**src/shared/m2r_pkg.sv**
```systemverilog
// Constants and state type for the mode set two configuration bank
package m2r_pkg;
  // Byte addresses of the three registers
  localparam logic [7:0] M2R_ADDR_SYS_BUCK = 8'h2b;
  localparam logic [7:0] M2R_ADDR_RAILS = 8'h2c;
  localparam logic [7:0] M2R_ADDR_WDOG_LDO = 8'h2d;
  // Values after reset
  localparam logic [7:0] M2R_RST_SYS_BUCK = 8'h4c;
  localparam logic [7:0] M2R_RST_RAILS = 8'h4f;
  localparam logic [7:0] M2R_RST_WDOG_LDO = 8'h0c;
  // Field positions
  localparam int M2R_ON_RESP_BIT = 6;
  localparam int M2R_OFFSET_BIT = 5;
  localparam int M2R_CODE5_MSB = 4;
  localparam int M2R_AON_MSB = 7;
  localparam int M2R_AON_LSB = 4;
  localparam int M2R_WD_MSB = 7;
  localparam int M2R_WD_LSB = 6;
  // Mode set that this bank belongs to
  localparam logic [1:0] M2R_MODE_TWO = 2'h2;
  // Voltage scale in millivolts
  localparam logic [11:0] M2R_BASE_MV_15 = 12'h5dc;
  localparam logic [11:0] M2R_BASE_MV_17 = 12'h6a4;
  localparam logic [11:0] M2R_STEP_MV = 12'h019;
  localparam logic [11:0] M2R_OFFSET_MV = 12'h4b0;
  localparam logic [4:0] M2R_CODE5_MAX = 5'h18;
  localparam logic [3:0] M2R_CODE4_MAX = 4'h8;
  // Watchdog timeouts in seconds
  localparam logic [6:0] M2R_WD_S_01 = 7'h10;
  localparam logic [6:0] M2R_WD_S_10 = 7'h20;
  localparam logic [6:0] M2R_WD_S_11 = 7'h40;

  typedef struct packed {
    logic [7:0] sys_buck;
    logic [7:0] rails;
    logic [7:0] wdog_ldo;
    logic [7:0] rdata;
    logic rvalid;
    logic go_mode0;
    logic [3:0] rail_en;
    logic [11:0] buck_mv;
    logic [11:0] aon_mv;
    logic [11:0] sysldo_mv;
    logic [6:0] wd_s;
  } m2r_state_t;
endpackage

```
**src/verilog/m2r_mode_two_config_regs.sv**
```systemverilog
// Mode set two configuration registers and the outputs they steer
module m2r_mode_two_config_regs (
  // Clock and reset
  input wire logic SYS_CLK,
  input wire logic RST_N,
  // Register port behind the serial slave
  input wire logic [7:0] REG_ADDR,
  input wire logic REG_WR,
  input wire logic [7:0] REG_WDATA,
  input wire logic REG_RD,
  output logic [7:0] REG_RDATA,
  output logic REG_RVALID,
  // Operating mode and on-pin event
  input wire logic [1:0] MODE_SEL,
  input wire logic ON_FALL,
  output logic GO_MODE0,
  // Rail and watchdog controls
  output logic [3:0] RAIL_EN,
  output logic [11:0] SYS_BUCK_MV,
  output logic [11:0] AON_MV,
  output logic [11:0] SYS_LDO_MV,
  output logic [6:0] WDOG_TIMEOUT_S
);
  import m2r_pkg::*;

  ////////////////////////////////////////////////////////////////////////////
  // Functions

  // Five-bit code with saturation and optional offset
  function automatic logic [11:0] code5_mv(input logic [4:0] code, input logic offs);
    logic [4:0] c;
    logic [11:0] mv;
    c = (code > M2R_CODE5_MAX) ? M2R_CODE5_MAX : code;
    mv = M2R_BASE_MV_15 + 12'(c * M2R_STEP_MV);
    code5_mv = offs ? mv + M2R_OFFSET_MV : mv;
  endfunction

  ////////////////////////////////////////////////////////////////////////////
  // Reset release through two flops
  logic rst_s1_q;
  logic rst_n_q;
  always_ff @(posedge SYS_CLK or negedge RST_N) begin
    if (!RST_N) begin
      rst_s1_q <= 1'b0;
      rst_n_q <= 1'b0;
    end else begin
      rst_s1_q <= 1'b1;
      rst_n_q <= rst_s1_q;
    end
  end

  ////////////////////////////////////////////////////////////////////////////
  // State
  m2r_state_t s_q;
  m2r_state_t s_d;
  logic mode2_active;
  logic [3:0] aon_c;

  assign mode2_active = (MODE_SEL == M2R_MODE_TWO);

  // Next state: register writes, read capture and derived outputs
  always_comb begin
    s_d = s_q;
    aon_c = s_q.rails[M2R_AON_MSB:M2R_AON_LSB];
    // Host writes; addresses outside the bank are ignored
    if (REG_WR) begin
      unique case (REG_ADDR)
        M2R_ADDR_SYS_BUCK: s_d.sys_buck = REG_WDATA;
        M2R_ADDR_RAILS: s_d.rails = REG_WDATA;
        M2R_ADDR_WDOG_LDO: s_d.wdog_ldo = REG_WDATA;
        default: s_d.sys_buck = s_q.sys_buck;
      endcase
    end
    // Read answers one cycle later; an unmapped address reads zero
    s_d.rvalid = REG_RD;
    if (REG_RD) begin
      unique case (REG_ADDR)
        M2R_ADDR_SYS_BUCK: s_d.rdata = s_q.sys_buck;
        M2R_ADDR_RAILS: s_d.rdata = s_q.rails;
        M2R_ADDR_WDOG_LDO: s_d.rdata = s_q.wdog_ldo;
        default: s_d.rdata = 8'h00;
      endcase
    end
    // On-pin response only counts in mode two, which is never mode 0
    s_d.go_mode0 = ON_FALL && mode2_active
                   && !s_q.sys_buck[M2R_ON_RESP_BIT];
    // Rails and watchdog follow the stored values only in mode two
    if (mode2_active) begin
      s_d.rail_en = s_q.rails[3:0];
      s_d.buck_mv = code5_mv(s_q.sys_buck[M2R_CODE5_MSB:0], s_q.sys_buck[M2R_OFFSET_BIT]);
      s_d.sysldo_mv = code5_mv(s_q.wdog_ldo[M2R_CODE5_MSB:0], s_q.wdog_ldo[M2R_OFFSET_BIT]);
      if (aon_c > M2R_CODE4_MAX) begin
        aon_c = M2R_CODE4_MAX;
      end
      s_d.aon_mv = M2R_BASE_MV_17 + 12'(aon_c * M2R_STEP_MV);
      unique case (s_q.wdog_ldo[M2R_WD_MSB:M2R_WD_LSB])
        2'h0: s_d.wd_s = 7'h00;
        2'h1: s_d.wd_s = M2R_WD_S_01;
        2'h2: s_d.wd_s = M2R_WD_S_10;
        2'h3: s_d.wd_s = M2R_WD_S_11;
      endcase
    end else begin
      // Outside mode two another bank owns the rails, so these go quiet
      s_d.rail_en = 4'h0;
      s_d.buck_mv = 12'h000;
      s_d.aon_mv = 12'h000;
      s_d.sysldo_mv = 12'h000;
      s_d.wd_s = 7'h00;
    end
  end

  // State register
  always_ff @(posedge SYS_CLK or negedge rst_n_q) begin
    if (!rst_n_q) begin
      s_q <= '{sys_buck: M2R_RST_SYS_BUCK, rails: M2R_RST_RAILS,
               wdog_ldo: M2R_RST_WDOG_LDO, default: '0};
    end else begin
      s_q <= s_d;
    end
  end

  // Outputs straight from flops
  assign REG_RDATA = s_q.rdata;
  assign REG_RVALID = s_q.rvalid;
  assign GO_MODE0 = s_q.go_mode0;
  assign RAIL_EN = s_q.rail_en;
  assign SYS_BUCK_MV = s_q.buck_mv;
  assign AON_MV = s_q.aon_mv;
  assign SYS_LDO_MV = s_q.sysldo_mv;
  assign WDOG_TIMEOUT_S = s_q.wd_s;
endmodule

```
**config.mk**
```make
export PLATFORM = sky130hd
export DESIGN_NAME = m2r_mode_two_config_regs
export DESIGN_NICKNAME = d
export VERILOG_FILES = /design/src/shared/m2r_pkg.sv /design/src/verilog/m2r_mode_two_config_regs.sv
export SDC_FILE = /design/constraint.sdc
export NUM_CORES = 1
export LEC_CHECK = 0
export ABC_AREA = 1
export BUFFER_PORTS_ARGS = -buffer_cell sky130_fd_sc_hd__buf_4
export CAP_MARGIN = 20
export CELL_PAD_IN_SITES_DETAIL_PLACEMENT = 1
export CELL_PAD_IN_SITES_GLOBAL_PLACEMENT = 2
export CORE_ASPECT_RATIO = 1.75
export CORE_MARGIN = 1.5
export CORE_UTILIZATION = 37
export CTS_CLUSTER_DIAMETER = 80
export DETAILED_ROUTE_END_ITERATION = 10
export PLACE_DENSITY = 0.93
export SYNTH_ARGS = -nofsm -noshare
export SYNTH_HDL_FRONTEND = slang
export SYNTH_SLANG_ARGS = --single-unit
```
**constraint.sdc**
```tcl
create_clock -name SYS_CLK -period 6.4 [get_ports SYS_CLK]
set_clock_uncertainty 0.1 [all_clocks]
set_input_delay 0.96 -clock SYS_CLK [delete_from_list [all_inputs] [get_ports SYS_CLK]]
set_output_delay 0.96 -clock SYS_CLK [all_outputs]
set_load 0.01 [all_outputs]
```
== Yosys cells after proc, flatten, opt, wreduce, memory -nomap -nowiden ==
Cells that the tools add are included.

* Multipliers: 3
* Multiplexer cells: 9
* Reduce and logical (&&, ||, !) cells: 7
* Add/sub/neg operators: 5
* Equal/unequal tests: 7
* Magnitude comparators: 3

{| class="wikitable"
|+ Operators by type and width
! cell !! count
|-
| 2-to-1 mux 47 bit || 1
|-
| one-hot mux 7 bit (4 select lines) || 1
|-
| adder 11 x 10 -> 12 bit (first input constant) || 2
|-
| adder 12 x 11 -> 12 bit (second input constant) || 2
|-
| equality test 8 x 6 -> 1 bit (second input constant) || 3
|-
| 2-to-1 mux 12 bit || 2
|-
| one-hot mux 8 bit (3 select lines) || 1
|-
| multiplier 5 x 5 -> 10 bit (second input constant) || 2
|-
| adder 11 x 9 -> 12 bit (first input constant) || 1
|-
| > comparator 5 bit (second input constant) || 2
|-
| 2-to-1 mux 5 bit || 2
|-
| multiplier 4 x 5 -> 9 bit (second input constant) || 1
|-
| 2-to-1 mux 4 bit || 2
|-
| equality test 2 bit (second input constant) || 3
|-
| AND reduction 2 bit || 3
|-
| > comparator 4 bit (second input constant) || 1
|-
| equality test 2 x 1 -> 1 bit (second input constant) || 1
|-
| logical AND 1 bit || 2
|-
| logical NOT 2 bit || 1
|-
| logical NOT 1 bit || 1
|}

* Logic and storage cells: 47
* Output and inout bits: 57
* Register bits: 83
* Input bits: 23

== Logic depth before layout (Yosys ltp) ==
Gate-level depths: netlist (run 1).

* Depth in word-level cells: 7
* Mapped depth: 22
* Gate-level depth less buffers: 22

== Worst setup path before layout (run 1) ==
No wires, ideal clock.

* Kind: register to register
* Start point: register s_q[60] in the netlist's numbering
* End point: register s_q, in the netlist SYS_LDO_MV[11]
* Slack: 2.957 ns
* Stages on the path, launching flop included: 18
* Buffers on the path: 0
* Period minus slack after synthesis: 3.443 ns
* Data arrival time: 3.224 ns
* Data required time: 6.181 ns
* Library setup time: 0.119 ns
* Path through: dfstp_2 > nand4_1 > o21a_1 > nor2_1 > ha_1 > ha_1 > ha_1 > inv_1 > fa_1 > inv_1 > nor2_1 > nor2_4 > nand3_1 > nor2_1 > nand2_1 > nand3_1 > a21oi_1 > nor2_1

{| class="wikitable"
|+ RTL lines
! item !! line !! RTL
|-
| start: declaration || m2r_mode_two_config_regs.sv:54 || <nowiki>m2r_state_t s_q;</nowiki>
|-
| start signal: assignment || m2r_mode_two_config_regs.sv:115 || <nowiki>s_q <= '{sys_buck: M2R_RST_SYS_BUCK, rails: M2R_RST_RAILS,</nowiki>
|}

==> run metrics, run 1 <==
overall routing resource usage about a fifth; PortBufs 75; most frequent cells in the layout 109 x sky130_fd_sc_hd__nand2_1, 100 x sky130_fd_sc_hd__inv_1, 76 x sky130_fd_sc_hd__buf_4; average vias per placed instance between 4 and 5; clock-pin slew on the worst setup and hold paths around 0.060 ns; maximum buffer depth of the clock tree 2; Layout Nets between 700 and 800; violation count after the first detailed-routing iteration 136; status completed; adder-cell area share of the yosys netlist approximately 15%; Hold Slack slightly above 0.06 ns; Initial Util a little under two fifths; post-synthesis xor/xnor area fraction 0%; cell total after placement between 800 and 900; fraction of final layout cells with drive strength greater than 1 between 10% and 20%; peak supply drop roughly 0.12 mV; Setup TNS 0 ns; clock latency reported for the late side of the worst-skew pair ~0.33 ns; arrival time at the worst endpoint about 3.9 ns; number of instances in the synthesized netlist roughly 620; static leakage power 0.003035 uW; startpoint class of the critical path flop; number of buffers inserted to repair setup after CTS 0; via count of the first global-routing pass 4401; number of antenna-violating nets in the routed design 0; fin crit period ~3.8 ns; Final Cycle Share about three fifths; Ant. Diodes 0; Hold Violations, Final 0; count of vias placed by the detailed router between 3000 and 4000; count of clock tree sinks 79; Tightest Pin Transition around 0.8 ns; Placed Instance Area between 5000 and 6000 um^2; Total Power Consumption 1314 uW; TritonCTS buffer count 9; delay of the slowest cell on the worst path slightly above 0.6 ns; post-route standard cell area excluding fillers approximately 5800 um^2; delay-heaviest family, CP adder cells; Routed Wire Length roughly 13000 um; TritonCTS clock tree done; max-slew headroom at the worst pin 46.19%; max-slew violation total from the final report 0; worst path buffer plus inverter count 4; Synth warnings 0; number of rows created at floorplan 56; DRC violation count after routing 0; post-synthesis instance area around 5100 um^2; count of boundary I/O pins 80; top fanout value on the critical path 9; gp weighted congestion 0.9141; initial antenna violation count 0; endpoints failing setup 0; standard cell with the maximum stage delay on the critical path sky130_fd_sc_hd__dfstp_2; series of cell instances along the critical path ha_1 -> inv_1 -> nor2_2 -> nor2_1 -> ha_1 -> ha_1 -> ha_1 -> inv_1 -> fa_1 -> inv_1 -> nand3_1 -> nand2_1 -> nand2_1 -> nand2_1 -> inv_1 -> nand3_1 -> nand3_1 -> nand3_1 -> nand2_1 -> nor2_1; Post-CTS Hold Fix Bufs 0; required time at the endpoint of the critical path 6.57 ns; wire length of the first global-routing pass around 21000 um; Compound-Gate Fraction of Synth Area around a tenth; Routed wire per std cell between 15 and 20 um; pwr/cell area around 230 nW/um^2; CTS H-tree depth 3; floorplan die area approximately 15000 um^2; endpoint kind of the worst setup timing path flop; # resized after CTS 0; most common library cell in the layout ignoring fill and taps sky130_fd_sc_hd__nand2_1; multiplexer fraction of the synthesized cell area 0%; overall overflow remaining after global route 0; path type of the worst setup path flop to flop; basic-gate share of the synthesized area counting and, or, nand and nor cells about 20%; Maximum Capacitance Violations 0; number of storage elements in the synthesis netlist about 80; Syn-to-layout area delta 12.74%; die outline width between 90 and 100 um; sequential element share of the synthesized area between 30 and 40%; floorplan core area between 10000 and 15000 um^2; main combinational cell family by area after synthesis simple AND/OR/NAND/NOR gates; maximum number of pins on one net before global-route repair around 80; first drt pass iteration count 5; detailed placer's ending HPWL slightly above 10000 um; Achievable Freq roughly 270 MHz; Root Buffer Master sky130_fd_sc_hd__clkbuf_16; setup repair after global routing missed its margin false; final non-filler cell total about 830; Mean Syn Cell Area slightly above 8 um^2; number of distinct standard cells referenced by the synthesized netlist 33; Die Y-Extent 158.4 um; path class of the lowest-slack min-delay path flop to async pin
[registers in the layout (all words and copies together), names as in the netlist]
signal,flops
REG_RDATA,8
SYS_LDO_MV,12
REG_RVALID,1
SYS_BUCK_MV,12
GO_MODE0,1
rst_s1_q,1
WDOG_TIMEOUT_S,3
AON_MV,12
RAIL_EN,4
rst_n_q,1
s_q,24
[path summary, 6_finish.rpt]
path	startpoint	end	slack, ns	depth (start not counted)
worst max-delay path	s_q[76]	SYS_BUCK_MV[11]	2.64	20
worst min-delay path	rst_n_q	REG_RDATA[7]	0.06	0
worst max register to register	s_q[76]	SYS_BUCK_MV[11]	2.64	20
worst min register to register	rst_n_q	REG_RDATA[7]	0.06	0
max in group asynchronous	rst_n_q	s_q[71]	5.49	1
min in group SYS_CLK	rst_s1_q	rst_n_q	0.26	0
[kinds of logic after synthesis]
family | count (synthesis)
other | 2
adder cells (fa/ha/maj) | 57
flip-flops | 79
AO/OA/AOI/OAI | 83
buffers and inverters | 170
AND/OR/NAND/NOR | 233
[cell usage after synthesis]
library cell               number  share of area [%]
sky130_fd_sc_hd__nor2_4         2               0.44
sky130_fd_sc_hd__nor3_1        13                1.3
sky130_fd_sc_hd__dfrtp_1       69                 34
sky130_fd_sc_hd__nor3b_1        2               0.29
sky130_fd_sc_hd__nor2_2         2               0.24
sky130_fd_sc_hd__fa_1           5                2.0
sky130_fd_sc_hd__nand3b_1       1               0.15
sky130_fd_sc_hd__buf_2          5               0.49
sky130_fd_sc_hd__o21ai_2       10                1.7
sky130_fd_sc_hd__a21oi_1       19                1.9
sky130_fd_sc_hd__buf_6          1               0.22
sky130_fd_sc_hd__a211oi_1       2               0.29
sky130_fd_sc_hd__nand2_1      109                8.0
sky130_fd_sc_hd__inv_1        100                7.3
sky130_fd_sc_hd__o21ai_1        2               0.20
sky130_fd_sc_hd__nor3_2         2               0.39
sky130_fd_sc_hd__nor2_1        58                4.3
sky130_fd_sc_hd__o21ai_0       37                3.6
sky130_fd_sc_hd__nand3_1       32                3.1
sky130_fd_sc_hd__inv_2          1              0.073
sky130_fd_sc_hd__dfstp_2       10                5.1
sky130_fd_sc_hd__or2_2          1               0.12
sky130_fd_sc_hd__ha_1          52                 13
sky130_fd_sc_hd__conb_1         2               0.15
sky130_fd_sc_hd__o22ai_1        7               0.86
sky130_fd_sc_hd__o21a_1         5               0.74
sky130_fd_sc_hd__nor3b_2        2               0.49
sky130_fd_sc_hd__nand4_1        5               0.61
sky130_fd_sc_hd__nand2_2        4               0.49
sky130_fd_sc_hd__clkinv_1       2               0.15
sky130_fd_sc_hd__o211a_1        1               0.20
sky130_fd_sc_hd__buf_4         55                8.1
sky130_fd_sc_hd__clkbuf_1       6               0.44
[stage by stage]
stage	utilization (%)	setup slack [ns]
final	42.80	2.641
after detailed placement	40.43	2.636
after floorplan	-	2.957
after global routing	42.80	2.307
after global placement	40.43	2.761
after CTS	42.60	2.624
[report_power, final]
group          internal, uW  switching (uW)
clock                   302             204
sequential              524            15.7
combinational           101             168
total                   927             387
[worst reg2reg max path: cells and delay by family (launching register included)]
kind                       cells  cell delay (ns)
adders and majority gates      5             1.57
and+or+nand+nor               11             1.11
buffers and inverters          4             0.31
DFF                            1             0.62
[layout make-up]
| type | count | area, um^2 |
|---|---|---|
| fillers | 1679 | 7695 |
| multi-input cells | 378 | 2271 |
| flip-flops and latches | 79 | 1993 |
| repair buffers | 77 | 598.1 |
| inverters | 103 | 386.6 |
| clock buffers | 11 | 232.7 |
| well taps | 174 | 217.7 |
| clock inverters | 5 | 58.81 |
[per-layer routing]
layer | up-vias | GRT usage [%] | part of all wire [%]
met5 | - | 0 | 0
met2 | 55 | 38.56 | 59
met1 | 1946 | 18.17 | 36
met3 | 19 | 2.340 | 2.2
met4 | 0 | 9.011 | 3.0
li1 | 1957 | - | -
No activity file was read; power rests on OpenSTA's default activity.
==> run 2, diff against run 1 <==
--- a/config.mk
+++ b/config.mk
@@ -5,17 +5,17 @@
 export SDC_FILE = /design/constraint.sdc
 export NUM_CORES = 1
 export LEC_CHECK = 0
-export ABC_AREA = 1
+export ABC_AREA = 0
 export BUFFER_PORTS_ARGS = -buffer_cell sky130_fd_sc_hd__buf_4
 export CAP_MARGIN = 20
 export CELL_PAD_IN_SITES_DETAIL_PLACEMENT = 1
 export CELL_PAD_IN_SITES_GLOBAL_PLACEMENT = 2
 export CORE_ASPECT_RATIO = 1.75
 export CORE_MARGIN = 1.5
-export CORE_UTILIZATION = 37
+export CORE_UTILIZATION = 33
 export CTS_CLUSTER_DIAMETER = 80
 export DETAILED_ROUTE_END_ITERATION = 10
-export PLACE_DENSITY = 0.93
+export PLACE_DENSITY = 0.82
 export SYNTH_ARGS = -nofsm -noshare
 export SYNTH_HDL_FRONTEND = slang
 export SYNTH_SLANG_ARGS = --single-unit
==> constraint.sdc (replaced) <==
create_clock -name SYS_CLK -period 3.4 [get_ports SYS_CLK]
set_clock_uncertainty 0.1 [all_clocks]
set_input_delay 0.51 -clock SYS_CLK [delete_from_list [all_inputs] [get_ports SYS_CLK]]
set_output_delay 0.51 -clock SYS_CLK [all_outputs]
set_load 0.01 [all_outputs]
==> run metrics, run 2 <==
cell internal power dissipation 1951 uW (was 927.2 uW); Placed Instance Area 5731 um^2 (was 5439 um^2); standard cell with the maximum stage delay on the critical path sky130_fd_sc_hd__fa_2 (was sky130_fd_sc_hd__dfstp_2); arrival time at the worst endpoint 3.48 ns (was 3.93 ns); fraction of power spent switching nets 27.90% (was 29.46%); number of enable-type register cells in the synthesized netlist 0 (unchanged); commonest cells in the synthesized netlist 69 x sky130_fd_sc_hd__dfrtp_1, 55 x sky130_fd_sc_hd__buf_4, 52 x sky130_fd_sc_hd__ha_1 (was 109 x sky130_fd_sc_hd__nand2_1, 100 x sky130_fd_sc_hd__inv_1, 69 x sky130_fd_sc_hd__dfrtp_1); worst path buffer plus inverter count 2 (was 4); delay-heaviest family, CP adder cells (unchanged); static leakage power 0.003033 uW (was 0.003035 uW); number of rows created at floorplan 60 (was 56); Die Y-Extent 168.5 um (was 158.4 um); most common library cell in the layout ignoring fill and taps sky130_fd_sc_hd__buf_4 (was sky130_fd_sc_hd__nand2_1); clock network fraction of total power 38.3% (was 38.5%); Achievable Freq 300.4 MHz (was 266.0 MHz); violation count after the first detailed-routing iteration 77 (was 136); floorplan core area 15310 um^2 (was 13450 um^2); number of antenna-violating nets in the routed design 0 (unchanged); most frequent cells in the layout 99 x sky130_fd_sc_hd__buf_4, 68 x sky130_fd_sc_hd__dfrtp_1, 35 x sky130_fd_sc_hd__inv_1 (was 109 x sky130_fd_sc_hd__nand2_1, 100 x sky130_fd_sc_hd__inv_1, 76 x sky130_fd_sc_hd__buf_4); peak supply drop 0.1927 mV (was 0.1156 mV); PortBufs 75 (unchanged); post-synthesis instance area 5165 um^2 (was 5107 um^2); Tightest Pin Transition 0.9966 ns (was 0.8042 ns); Ant. Diodes 0 (unchanged); setup repair after global routing missed its margin true (was false); number of storage elements in the synthesis netlist 79 (unchanged); biggest area consumer among synthesized cells sky130_fd_sc_hd__dfrtp_1 (unchanged); floorplan die area 16440 um^2 (was 14550 um^2); count of vias placed by the detailed router 3625 (was 3977); top fanout value on the critical path 4 (was 9); startpoint class of the critical path flop (unchanged); CTS H-tree depth 3 (unchanged); gp weighted congestion 0.8005 (was 0.9141); Routed wire per std cell 17.45 um (was 15.53 um); required time at the endpoint of the critical path 3.55 ns (was 6.57 ns); series of cell instances along the critical path ha_4 -> nand2b_4 -> inv_4 -> ha_4 -> ha_4 -> ha_4 -> inv_2 -> fa_2 -> nor2b_4 -> o22ai_2 -> or2_4 -> a32oi_2 -> mux2i_1 (was ha_1 -> inv_1 -> nor2_2 -> nor2_1 -> ha_1 -> ha_1 -> ha_1 -> inv_1 -> fa_1 -> inv_1 -> nand3_1 -> nand2_1 -> nand2_1 -> nand2_1 -> inv_1 -> nand3_1 -> nand3_1 -> nand3_1 -> nand2_1 -> nor2_1); number of instances in the synthesized netlist 498 (was 624); ys flop type sky130_fd_sc_hd__dfrtp_1 (unchanged); Final Cycle Share 97.91% (was 58.74%); wire length of the first global-routing pass 20920 um (was 21110 um); clock-pin slew on the worst setup and hold paths 0.06 ns (about the same); Layout Nets 627 (was 728); path class of the lowest-slack min-delay path flop to async pin (unchanged); Initial Util 33.73% (was 37.97%); TritonCTS clock tree done (unchanged); overall overflow remaining after global route 0 (unchanged); Root Buffer Master sky130_fd_sc_hd__clkbuf_16 (unchanged); Hold Violations, Final 0 (unchanged); overall routing resource usage 16.23% (was 18.85%); Mean Syn Cell Area 10.37 um^2 (was 8.185 um^2); Synth warnings 0 (unchanged); fin crit period 3.329 ns (was 3.759 ns); via count of the first global-routing pass 4126 (was 4401); cell types with the largest area share after synthesis sky130_fd_sc_hd__dfrtp_1 33%, sky130_fd_sc_hd__ha_1 13%, sky130_fd_sc_hd__buf_4 8.0% (was sky130_fd_sc_hd__dfrtp_1 34%, sky130_fd_sc_hd__ha_1 13%, sky130_fd_sc_hd__buf_4 8.1%); detailed placer's ending HPWL 9842 um (was 10160 um); net switching power 755.1 uW (was 387.2 uW); pwr/cell area 421.0 nW/um^2 (was 228.3 nW/um^2); endpoints failing setup 0 (unchanged); count of boundary I/O pins 80 (unchanged); fraction of final layout cells with drive strength greater than 1 42.03% (was 19.30%); die outline width 97.57 um (was 91.82 um); DRC violation count after routing 0 (unchanged); Hold Slack 0.1415 ns (was 0.06103 ns); delay of the slowest cell on the worst path 0.59 ns (was 0.62 ns); number of distinct standard cells referenced by the synthesized netlist 48 (was 33); clock latency reported for the late side of the worst-skew pair 0.34 ns (was 0.33 ns); combinational share of power 24.1% (was 20.5%); sequential element share of the synthesized area 38.52% (was 38.95%); max FFs per register 24 (unchanged); Maximum Capacitance Violations 0 (unchanged); Syn-to-layout area delta 24.47% (was 12.74%); register with the most flip-flops s_q (unchanged); path type of the worst setup path flop to flop (unchanged); maximum number of pins on one net before global-route repair 78 (unchanged); first drt pass iteration count 4 (was 5); status completed (unchanged); max-slew violation total from the final report 0 (unchanged); Total Power Consumption 2706 uW (was 1314 uW); endpoint kind of the worst setup timing path flop (unchanged); average vias per placed instance 4.912 (was 4.809); proportion of power drawn by flip-flops and latches 37.7% (was 41.0%); cell type with the highest occurrence count on the critical path sky130_fd_sc_hd__ha_4; count of clock tree sinks 79 (unchanged); dominant cell by count in the synthesized netlist sky130_fd_sc_hd__dfrtp_1 (was sky130_fd_sc_hd__nand2_1); maximum buffer depth of the clock tree 2 (unchanged); max-slew headroom at the worst pin 33.26% (was 46.19%); post-route standard cell area excluding fillers 6429 um^2 (was 5758 um^2); area share of the leading cell type in the synthesized netlist 33.43% (was 33.81%); FFs w/ async S/R, synth 100.0% (unchanged); Routed Wire Length 12880 um (was 12850 um); initial antenna violation count 0 (unchanged); TritonCTS buffer count 9 (unchanged)
[run 2: changes by cell type in the layout (fill, tap and decap cells not counted), sizes merged, moves of 16 or more]
| cell | previous run | this run |
|---|---|---|
| buf | 77 | 102 |
| mux2 | 0 | 31 |
| nand3 | 32 | 6 |
| nand2 | 113 | 16 |
| inv | 101 | 39 |
| o21ai | 49 | 12 |
| nor2 | 62 | 29 |
| xnor2 | 0 | 16 |
[run 2: power groups by stage]
stage | clock [uW] | sequential (uW) | combinational [uW]
detailed placement | 0 | 1050 | 539
global route | 1100 | 1030 | 719
CTS | 1060 | 1030 | 594
floorplan | 0 | 1030 | 388
finish | 1040 | 1020 | 651
global placement | 0 | 1040 | 518
[run 2: per-layer routing]
| metal | vias to the layer above | global-route usage (%) | share of wire, % |
|---|---|---|---|
| met5 | - | 0 | 0 |
| met3 | 29 | 2.271 | 2.4 |
| met1 | 1811 | 15.63 | 34 |
| met2 | 67 | 32.58 | 59 |
| li1 | 1718 | - | - |
| met4 | 0 | 8.323 | 4.0 |
[run 2: area by class of cell]
cell class	instances	area [um^2]
Clock inverter	7	97.59
Fill cell	1736	8886
Clock buffer	9	225.2
Inverter	39	148.9
Tap cell	186	232.7
Timing Repair Buffer	103	803.3
Multi-Input combinational cell	315	2928
Sequential cell	79	1993
[run 2: kinds of logic (layout without fill, tap and decap cells)]
| group | Yosys count | after routing | synth area share, % |
|---|---|---|---|
| XOR/XNOR | 24 | 24 | 4.360 |
| multiplexers | 37 | 37 | 7.921 |
| other | 2 | 5 | 0.1454 |
| AND/OR/NAND/NOR | 117 | 117 | 12.23 |
| AO/OA/AOI/OAI | 75 | 75 | 10.49 |
| adder cells (fa/ha/maj) | 57 | 57 | 14.53 |
| flip-flops | 79 | 79 | 38.52 |
| buffers and inverters | 107 | 158 | 11.80 |
[run 2: path summary, 6_finish.rpt]
| check | startpoint | to | slack, ns | depth (start not counted) |
|---|---|---|---|---|
| setup / recovery | s_q[60] | SYS_LDO_MV[11] | 0.07 | 13 |
| hold / removal | rst_n_q | AON_MV[0] | 0.14 | 0 |
| setup reg to reg | s_q[60] | SYS_LDO_MV[11] | 0.07 | 13 |
| hold reg to reg | rst_n_q | AON_MV[0] | 0.14 | 0 |
| max in group asynchronous | rst_n_q | s_q[60] | 2.42 | 1 |
| min in group SYS_CLK | rst_s1_q | rst_n_q | 0.26 | 0 |
[run 2: what timing repair did]
| item | CTS | global route |
|---|---|---|
| endpoints found under the hold margin | 2 | 0 |
| cloned | 0 | 0 |
| pin swaps | 4 | 17 |
| hold buffers | 1 | 0 |
| setup endpoints to repair | 6 | 7 |
| gates resized for setup | 24 | 30 |
| setup buffers | 0 | 4 |
[run 2: worst reg2reg max path: stages, from the launching register on]
cell,delay [ns]
sky130_fd_sc_hd__dfstp_2,0.57
sky130_fd_sc_hd__ha_4,0.16
sky130_fd_sc_hd__nand2b_4,0.14
sky130_fd_sc_hd__inv_4,0.04
sky130_fd_sc_hd__ha_4,0.26
sky130_fd_sc_hd__ha_4,0.19
sky130_fd_sc_hd__ha_4,0.26
sky130_fd_sc_hd__inv_2,0.04
sky130_fd_sc_hd__fa_2,0.59
sky130_fd_sc_hd__nor2b_4,0.17
sky130_fd_sc_hd__o22ai_2,0.07
sky130_fd_sc_hd__or2_4,0.25
sky130_fd_sc_hd__a32oi_2,0.20
sky130_fd_sc_hd__mux2i_1,0.21
[run 2: stage by stage]
| step | std cells | worst slack (ns) | util, % | setup TNS, ns |
|---|---|---|---|---|
| after global placement | 716 | -0.02640 | 37.42 | -0.02640 |
| final | 738 | 0.07098 | 41.98 | 0 |
| after CTS | 733 | 0.02589 | 40.74 | 0 |
| after floorplan | 501 | 0.02186 | - | 0 |
| after detailed placement | 716 | -0.08797 | 37.42 | -0.2264 |
| after global routing | 738 | -0.03565 | 41.98 | -0.06230 |
